File: src/design/alc_pkg.sv
// Shared types and constants of the accumulator logic and compare unit.
// Assumes one core clock domain and a synchronous-read word memory.

package alc_pkg;

  // ----------------------------------------------------------------
  // Widths
  // ----------------------------------------------------------------
  localparam int ACC_W = 32;   // Accumulator width
  localparam int WORD_W = 16;  // Word memory width
  localparam int ADDR_W = 16;  // Word memory address width

  // ----------------------------------------------------------------
  // Reset values and fixed offsets
  // ----------------------------------------------------------------
  localparam logic [31:0] ACC_RST = 32'h0000_0000;
  localparam logic [15:0] ADDR_RST = 16'h0000;
  localparam logic [15:0] WORD_RST = 16'h0000;
  localparam logic [15:0] UPPER_CLR = 16'h0000;  // Single-width upper half
  localparam logic [15:0] HI_WORD_OFS = 16'h0001; // Second word of a pair
  localparam logic [4:0] FLAGS_RST = 5'h00;

  // ----------------------------------------------------------------
  // Operations
  // ----------------------------------------------------------------
  typedef enum logic [2:0] {
    and_double_op,
    or_single_op,
    or_double_op,
    xor_single_op,
    xor_double_op,
    compare_single,
    compare_double
  } alc_op_t;

  // Request from the sequencer
  typedef struct packed {
    alc_op_t op;               // Operation
    logic use_const;           // Operand is the constant, not memory
    logic [ADDR_W-1:0] addr;   // First (low) memory word address
    logic [ACC_W-1:0] konst;   // Instruction constant
  } alc_req_t;

  // Status flags
  typedef struct packed {
    logic zero_result_flag;
    logic negative_flag;
    logic less_than_flag;
    logic equal_flag;
    logic greater_than_flag;
  } alc_flags_t;

  // Double-width operations take a 32-bit operand
  function automatic logic alc_is_double(input alc_op_t op);
    return (op == and_double_op) || (op == or_double_op) ||
           (op == xor_double_op) || (op == compare_double);
  endfunction

endpackage

File: src/design/alc_unit.sv
// Accumulator logic and compare unit: holds the accumulator and flags.
// Assumes the sequencer drives requests synchronously to core_clk and the
// word memory returns data the cycle after a read enable.

module alc_unit
  import alc_pkg::*;
(
  // Clock and reset
  input wire logic core_clk,
  input wire logic sys_rst,
  // Operation request from the sequencer
  input wire logic op_valid,
  input wire alc_req_t op_req,
  output logic op_ready,
  output logic op_done,
  // Direct accumulator load
  input wire logic acc_load_en,
  input wire logic [ACC_W-1:0] acc_load_data,
  // Word memory read port
  output logic mem_rd_en,
  output logic [ADDR_W-1:0] mem_addr,
  input wire logic [WORD_W-1:0] mem_rd_data,
  // Results
  output logic [ACC_W-1:0] acc_value,
  output alc_flags_t flags
);

  // ----------------------------------------------------------------
  // Sequencer state
  // ----------------------------------------------------------------
  typedef enum logic [1:0] {
    ST_IDLE,
    ST_RD_LO,
    ST_RD_HI,
    ST_EXEC
  } alc_state_t;

  alc_state_t state_reg, state_next;  // Control state
  alc_req_t req_reg, req_next;        // Latched request
  logic [WORD_W-1:0] lo_reg, lo_next; // Low operand word
  logic rd_en_reg, rd_en_next;        // Memory read strobe
  logic [ADDR_W-1:0] addr_reg, addr_next; // Memory address
  logic done_reg, done_next;          // Completion pulse
  logic take;                         // Request accepted this cycle
  logic dbl;                          // Latched op is double width

  assign op_ready = (state_reg == ST_IDLE);
  assign take = op_valid && op_ready;
  assign dbl = alc_is_double(req_reg.op);

  // Next state and memory fetch sequencing
  always_comb begin
    state_next = state_reg;
    req_next = req_reg;
    lo_next = lo_reg;
    rd_en_next = 1'b0;
    addr_next = addr_reg;
    done_next = 1'b0;
    case (state_reg)
      ST_IDLE: begin
        if (take) begin
          req_next = op_req;
          if (op_req.use_const) begin
            // Constant operand needs no fetch
            state_next = ST_EXEC;
          end else begin
            // Low word first, at the given address
            rd_en_next = 1'b1;
            addr_next = op_req.addr;
            state_next = ST_RD_LO;
          end
        end
      end
      ST_RD_LO: begin
        if (dbl) begin
          // Second word of the pair follows directly
          rd_en_next = 1'b1;
          addr_next = addr_reg + HI_WORD_OFS;
          state_next = ST_RD_HI;
        end else begin
          state_next = ST_EXEC;
        end
      end
      ST_RD_HI: begin
        // Low word is on the data bus now
        lo_next = mem_rd_data;
        state_next = ST_EXEC;
      end
      ST_EXEC: begin
        done_next = 1'b1;
        state_next = ST_IDLE;
      end
      default: begin
        state_next = ST_IDLE;
      end
    endcase
  end

  // Sequencer registers
  always_ff @(posedge core_clk or posedge sys_rst) begin
    if (sys_rst) begin
      state_reg <= ST_IDLE;
      req_reg <= '0;
      lo_reg <= WORD_RST;
      rd_en_reg <= 1'b0;
      addr_reg <= ADDR_RST;
      done_reg <= 1'b0;
    end else begin
      state_reg <= state_next;
      req_reg <= req_next;
      lo_reg <= lo_next;
      rd_en_reg <= rd_en_next;
      addr_reg <= addr_next;
      done_reg <= done_next;
    end
  end

  assign mem_rd_en = rd_en_reg;
  assign mem_addr = addr_reg;
  assign op_done = done_reg;

  // ----------------------------------------------------------------
  // Datapath
  // ----------------------------------------------------------------
  logic [ACC_W-1:0] acc_reg, acc_next; // Accumulator
  alc_flags_t flags_reg, flags_next;   // Status flags
  logic [ACC_W-1:0] opnd;              // Effective operand
  logic [ACC_W-1:0] res;               // Logical result
  logic [ACC_W-1:0] acc_lo;            // Low half, zero-extended

  // Operand: constant, word pair (low word first), or single word
  always_comb begin
    if (req_reg.use_const) begin
      opnd = dbl ? req_reg.konst : {UPPER_CLR, req_reg.konst[15:0]};
    end else if (dbl) begin
      opnd = {mem_rd_data, lo_reg};
    end else begin
      opnd = {UPPER_CLR, mem_rd_data};
    end
  end

  assign acc_lo = {UPPER_CLR, acc_reg[15:0]};

  // Result and flags computed together, so both land on one edge
  always_comb begin
    acc_next = acc_reg;
    flags_next = flags_reg;
    res = acc_reg;
    if (state_reg == ST_EXEC) begin
      case (req_reg.op)
        and_double_op: begin
          res = acc_reg & opnd;
        end
        or_single_op: begin
          res = acc_lo | opnd;
        end
        or_double_op: begin
          res = acc_reg | opnd;
        end
        xor_single_op: begin
          res = acc_lo ^ opnd;
        end
        xor_double_op: begin
          res = acc_reg ^ opnd;
        end
        default: begin
          res = acc_reg;
        end
      endcase
      case (req_reg.op)
        and_double_op, or_double_op, xor_double_op: begin
          acc_next = res;
          flags_next.zero_result_flag = (res == ACC_RST);
          flags_next.negative_flag = res[ACC_W-1];
        end
        or_single_op, xor_single_op: begin
          acc_next = res;
          flags_next.zero_result_flag = (res == ACC_RST);
          // Second flag follows the zero result here, not the sign
          flags_next.negative_flag = (res == ACC_RST);
        end
        compare_single: begin
          // Greater flag is left alone; only less and equal move
          flags_next.less_than_flag = (acc_lo < opnd);
          flags_next.equal_flag = (acc_lo == opnd);
        end
        compare_double: begin
          flags_next.less_than_flag = (acc_reg < opnd);
          flags_next.equal_flag = (acc_reg == opnd);
          flags_next.greater_than_flag = (acc_reg > opnd);
        end
        default: begin
          // Unused code: completes with no effect
          acc_next = acc_reg;
        end
      endcase
    end else if (acc_load_en && op_ready && !op_valid) begin
      // Direct load only when idle and no operation competes
      acc_next = acc_load_data;
    end
  end

  // Datapath registers; flags change only through flags_next above
  always_ff @(posedge core_clk or posedge sys_rst) begin
    if (sys_rst) begin
      acc_reg <= ACC_RST;
      flags_reg <= alc_flags_t'(FLAGS_RST);
    end else begin
      acc_reg <= acc_next;
      flags_reg <= flags_next;
    end
  end

  assign acc_value = acc_reg;
  assign flags = flags_reg;

  // Operand as seen in the execute cycle, one cycle back
  logic exec_q;
  logic [ACC_W-1:0] opnd_q;
  always_ff @(posedge core_clk or posedge sys_rst) begin
    if (sys_rst) begin
      exec_q <= 1'b0;
      opnd_q <= ACC_RST;
    end else begin
      exec_q <= (state_reg == ST_EXEC);
      opnd_q <= opnd;
    end
  end
endmodule

File: config.mk
export PLATFORM = sky130hd
export DESIGN_NAME = alc_unit
export DESIGN_NICKNAME = d
export VERILOG_FILES = /design/src/design/alc_pkg.sv /design/src/design/alc_unit.sv
export SDC_FILE = /design/constraint.sdc
export NUM_CORES = 1
export LEC_CHECK = 0
export BUFFER_PORTS_ARGS = -buffer_cell sky130_fd_sc_hd__buf_2
export CAP_MARGIN = 30
export CORE_MARGIN = 1.5
export CORE_UTILIZATION = 55
export DETAILED_ROUTE_END_ITERATION = 10
export PLACE_DENSITY = 0.87
export REMOVE_ABC_BUFFERS = 1
export SYNTH_ARGS = -nofsm -noshare
export SYNTH_HDL_FRONTEND = slang
export SYNTH_SLANG_ARGS = --single-unit
File: constraint.sdc
create_clock -name core_clk -period 7 [get_ports core_clk]
set_input_delay 0.7 -clock core_clk [delete_from_list [all_inputs] [get_ports core_clk]]
set_output_delay 0.7 -clock core_clk [all_outputs]
set_load 0.02 [all_outputs]
==> flow_results.xml <==
<?xml version="1.0" encoding="UTF-8"?>
<metrics>
  <group name="power">
    <metric name="power.sequential.fraction" unit="%">24.5</metric>
    <metric name="netSwitchingFraction" unit="%">51.55</metric>
    <metric name="p_clk_share" unit="%">9.3</metric>
    <metric name="switchingPower" unit="W">0.002771</metric>
    <metric name="power-per-cell-area" unit="nW/um^2">561.8</metric>
    <metric name="max-vdd-ir-drop" unit="mV">0.2718</metric>
    <metric name="internal_power" unit="W">0.002604</metric>
    <metric name="cellLeakagePower" unit="nW">4.459</metric>
    <metric name="gate_power_share" unit="%">66.3</metric>
  </group>
  <group name="global_routing">
    <metric name="number_of_global_route_vias_before_repair" unit="">7689</metric>
    <metric name="grt_start_max_net_pins" unit="">62</metric>
    <metric name="antenna_found_initial" unit="">1</metric>
    <metric name="grt_pass1_wl" unit="um">38740</metric>
    <metric name="grtUsageTotal" unit="%">30.13</metric>
    <metric name="gr-total-overflow" unit="">0</metric>
  </group>
  <group name="sta">
    <metric name="max_freq" unit="MHz">249.4</metric>
    <metric name="setup_violations" unit="">0</metric>
    <metric name="timing.hold.ws" unit="ps">406.1</metric>
    <metric name="worst_slew_pin_tran" unit="ps">898.0</metric>
    <metric name="final.min_clock_period" unit="ps">4010</metric>
    <metric name="timing.final.max_slew_violations" unit="">0</metric>
    <metric name="hold_violations" unit="">0</metric>
    <metric name="period_share" unit="%">57.29</metric>
    <metric name="fin_skew" unit="ps">7.248</metric>
    <metric name="max-slew-margin-rel" unit="%">40.13</metric>
    <metric name="final.setup.tns" unit="ps">0</metric>
    <metric name="grt_setup_unrepaired" unit="">false</metric>
  </group>
  <group name="setup_path">
    <metric name="timing.critical_path.fanout_max" unit="">43</metric>
    <metric name="path_cells" unit="">buf_4, mux2i_1, o21ai_0, ha_1, inv_1, a2111oi_1, o2111ai_1, o211ai_1, nand2b_1, and3_1, o31ai_1</metric>
    <metric name="r2r-start" unit="">req_reg[49]</metric>
    <metric name="crit_path_launch_type" unit="">register</metric>
    <metric name="crit_arrival" unit="ps">4270</metric>
    <metric name="cp-end-kind" unit="">register</metric>
    <metric name="flop_to_flop_setup_slack" unit="ps">2990</metric>
    <metric name="crit_required" unit="ps">7260</metric>
    <metric name="critical_path.slowest_cell" unit="">dfrtp_2</metric>
    <metric name="critical_path.max_stage_delay" unit="ps">960</metric>
    <metric name="r2r.worst_path.cells" unit="">11</metric>
    <metric name="r2r-end" unit="">flags[0]</metric>
    <metric name="path_class" unit="">reg -&gt; reg</metric>
  </group>
  <group name="cts">
    <metric name="clock_path_buffers" unit="">2</metric>
    <metric name="h_tree_levels" unit="">3</metric>
    <metric name="cts.reportedPaths.clkPinSlew" unit="ps">70</metric>
    <metric name="postCtsSetupRepairBufs" unit="">0</metric>
    <metric name="clock_latency" unit="ps">360</metric>
    <metric name="numCtsBuffers" unit="">9</metric>
    <metric name="cts_root_buf" unit="">clkbuf_16</metric>
    <metric name="cts_sinks" unit="">109</metric>
    <metric name="post_cts_resized" unit="">0</metric>
    <metric name="cts_tree" unit="">yes</metric>
    <metric name="hold_buffers" unit="">0</metric>
  </group>
  <group name="yosys">
    <metric name="ys_async_sr_fraction" unit="%">100.0</metric>
    <metric name="synth_cell_type_count" unit="">74</metric>
    <metric name="synth_sequential_area_ratio" unit="%">32.32</metric>
    <metric name="yosysWarningCount" unit="">0</metric>
    <metric name="synthesis.area" unit="sq um">8439</metric>
    <metric name="syn_avg_cell_area" unit="sq um">8.709</metric>
    <metric name="yosys_register_bits" unit="">109</metric>
    <metric name="synth_enable_flop_cells" unit="">0</metric>
    <metric name="netlist_instances" unit="">969</metric>
    <metric name="ys_dominant_reg_cell" unit="">dfrtp_1</metric>
  </group>
  <group name="die">
    <metric name="fp.dieArea" unit="sq um">16100</metric>
    <metric name="placeableCoreArea" unit="sq um">15090</metric>
    <metric name="die_w" unit="um">126.9</metric>
    <metric name="initial_core_util" unit="%">55.93</metric>
    <metric name="core.rowCount" unit="">45</metric>
    <metric name="die_h" unit="um">126.9</metric>
    <metric name="ios" unit="">160</metric>
  </group>
  <group name="min_path">
    <metric name="hold_path.class" unit="">in -&gt; async</metric>
  </group>
  <group name="layout">
    <metric name="num-nets-final" unit="">1256</metric>
    <metric name="seqCellArea" unit="sq um">2730</metric>
    <metric name="fin_area" unit="sq um">9567</metric>
    <metric name="largest_register_ff_count" unit="">36</metric>
    <metric name="layout-drive-gt1-share" unit="%">24.98</metric>
    <metric name="layout.core_utilization" unit="%">63.40</metric>
    <metric name="fin_cells" unit="">1282</metric>
    <metric name="multiInputGateArea" unit="sq um">5187</metric>
    <metric name="flow.area_growth_from_synthesis" unit="%">13.36</metric>
    <metric name="layout.filler_cells" unit="">1280</metric>
  </group>
  <group name="detailed_routing">
    <metric name="detail_route.wirelength" unit="um">23910</metric>
    <metric name="drt-pass1-iter-count" unit="">8</metric>
    <metric name="routed_wire_length_per_instance" unit="um">18.65</metric>
    <metric name="vias_per_cell" unit="">6.253</metric>
    <metric name="via_count" unit="">8016</metric>
    <metric name="drt_iter0_drc" unit="">842</metric>
    <metric name="remaining_drc_errors" unit="">0</metric>
    <metric name="antenna_violating_nets_post_route" unit="">0</metric>
  </group>
  <group name="place">
    <metric name="dpl.cell_count" unit="">1265</metric>
    <metric name="gp_routability_congestion" unit="">0.9729</metric>
    <metric name="detailedPlacementHpwl" unit="um">17240</metric>
    <metric name="number_of_input_and_output_port_buffers_inserted" unit="">159</metric>
    <metric name="placedInstanceArea" unit="sq um">9286</metric>
  </group>
  <group name="run_status">
    <metric name="run_status" unit="">finished, final reports clean</metric>
  </group>
  <group name="flow_run">
    <metric name="max_cap_violations" unit="">0</metric>
  </group>
</metrics>
synth_stat cells, types with 8 or more instances:
cell	number	area (sq um)
nand2_1	111	416.7
dfrtp_1	109	2728
o21ai_0	82	410.4
a21oi_1	70	350.3
ha_1	64	800.8
nor2_1	64	240.2
inv_1	63	236.5
mux2_2	58	653.1
mux2i_1	55	550.5
clkbuf_1	36	135.1
o22ai_1	17	106.4
a31oi_1	15	93.84
nand3_1	15	75.07
a211oi_1	13	97.59
a221oi_1	12	105.1
and3_1	12	75.07
buf_2	12	60.06
nand2b_1	10	62.56
o211ai_1	9	67.56
nor3_1	8	40.04
o21bai_1	8	60.06
o221ai_1	8	70.07
final cells by class:
type	count	share of cell area, %
Multi-Input combinational cell	734	54.22
Sequential cell	109	28.54
Timing Repair Buffer	170	9.312
Clock buffer	11	2.537
Inverter	64	2.537
Tap cell	188	2.459
Clock inverter	5	0.3662
Antenna cell	1	0.02616
layout by cell type, fill, tap and decap left out, types with 4 or more instances in the layout:
cell type / Yosys / final
buf_2: 12 / 159
nand2_1: 111 / 111
dfrtp_1: 109 / 107
o21ai_0: 82 / 82
a21oi_1: 70 / 70
nor2_1: 64 / 64
ha_1: 64 / 63
inv_1: 63 / 62
mux2_2: 58 / 58
mux2i_1: 55 / 55
o22ai_1: 17 / 17
nand3_1: 15 / 15
a31oi_1: 15 / 15
a211oi_1: 13 / 13
and3_1: 12 / 12
a221oi_1: 12 / 12
nand2b_1: 10 / 10
buf_4: 2 / 10
o211ai_1: 9 / 9
clkbuf_16: 0 / 9
nor3_1: 8 / 8
o221ai_1: 8 / 8
o21bai_1: 8 / 8
o31ai_1: 7 / 7
or2_2: 5 / 5
a21o_1: 5 / 5
a31o_2: 5 / 5
a311oi_1: 4 / 4
a22o_1: 4 / 4
nor3b_1: 4 / 4
power by group through the flow:
stage	sequential (W)	combinational (W)	clock, W
3_3_place_gp	0.00130	0.00336	0
3_5_place_dp	0.00131	0.00348	0
6_report	0.00132	0.00356	0.000498
5_1_grt	0.00136	0.00390	0.000526
4_1_cts	0.00130	0.00350	0.000505
2_1_floorplan	0.00151	0.00226	0
through the flow:
stage | setup slack (ps) | power (W)
floorplan | 2333 | 0.003770
global placement | 3288 | 0.004655
detailed placement | 3155 | 0.004791
CTS | 3118 | 0.005311
global route | 2769 | 0.005792
finish | 2990 | 0.005375
worst max-delay path: cells and delay by family, from the launching register on:
family,cells,cell delay [ps]
simple gates,2,300
compound gates,5,1760
fa+ha+maj,1,250
mux,1,140
flops,1,960
buf+inv,2,490
cell families after synthesis:
| family | synth area share (%) |
|---|---|
| xor+xnor | 0.2966 |
| simple gates | 14.04 |
| fa+ha+maj | 9.489 |
| mux | 15.29 |
| flops | 32.32 |
| compound gates | 22.25 |
| buf+inv | 6.316 |
metal layers:
layer	part of all wire, %	track usage, %	wire length (um)
met4	3.6	13.44	868
met5	0	0	0
met3	7.3	4.808	1757
met1	42	39.93	10020
met2	47	48.82	11270
worst max-delay path by stage:
stage                          endpoint         from  slack (ps)  cells past startpoint
after global routing           flags[0]  req_reg[49]        2770                     11
after detailed placement       flags[0]  req_reg[49]        3150                     11
after floorplan           acc_value[12]  req_reg[49]        2330                      5
after global placement         flags[3]  req_reg[49]        3290                     12
after CTS                      flags[0]  req_reg[49]        3120                     11
final                          flags[0]  req_reg[49]        2990                     11
Power figures use the tool's default switching activity.
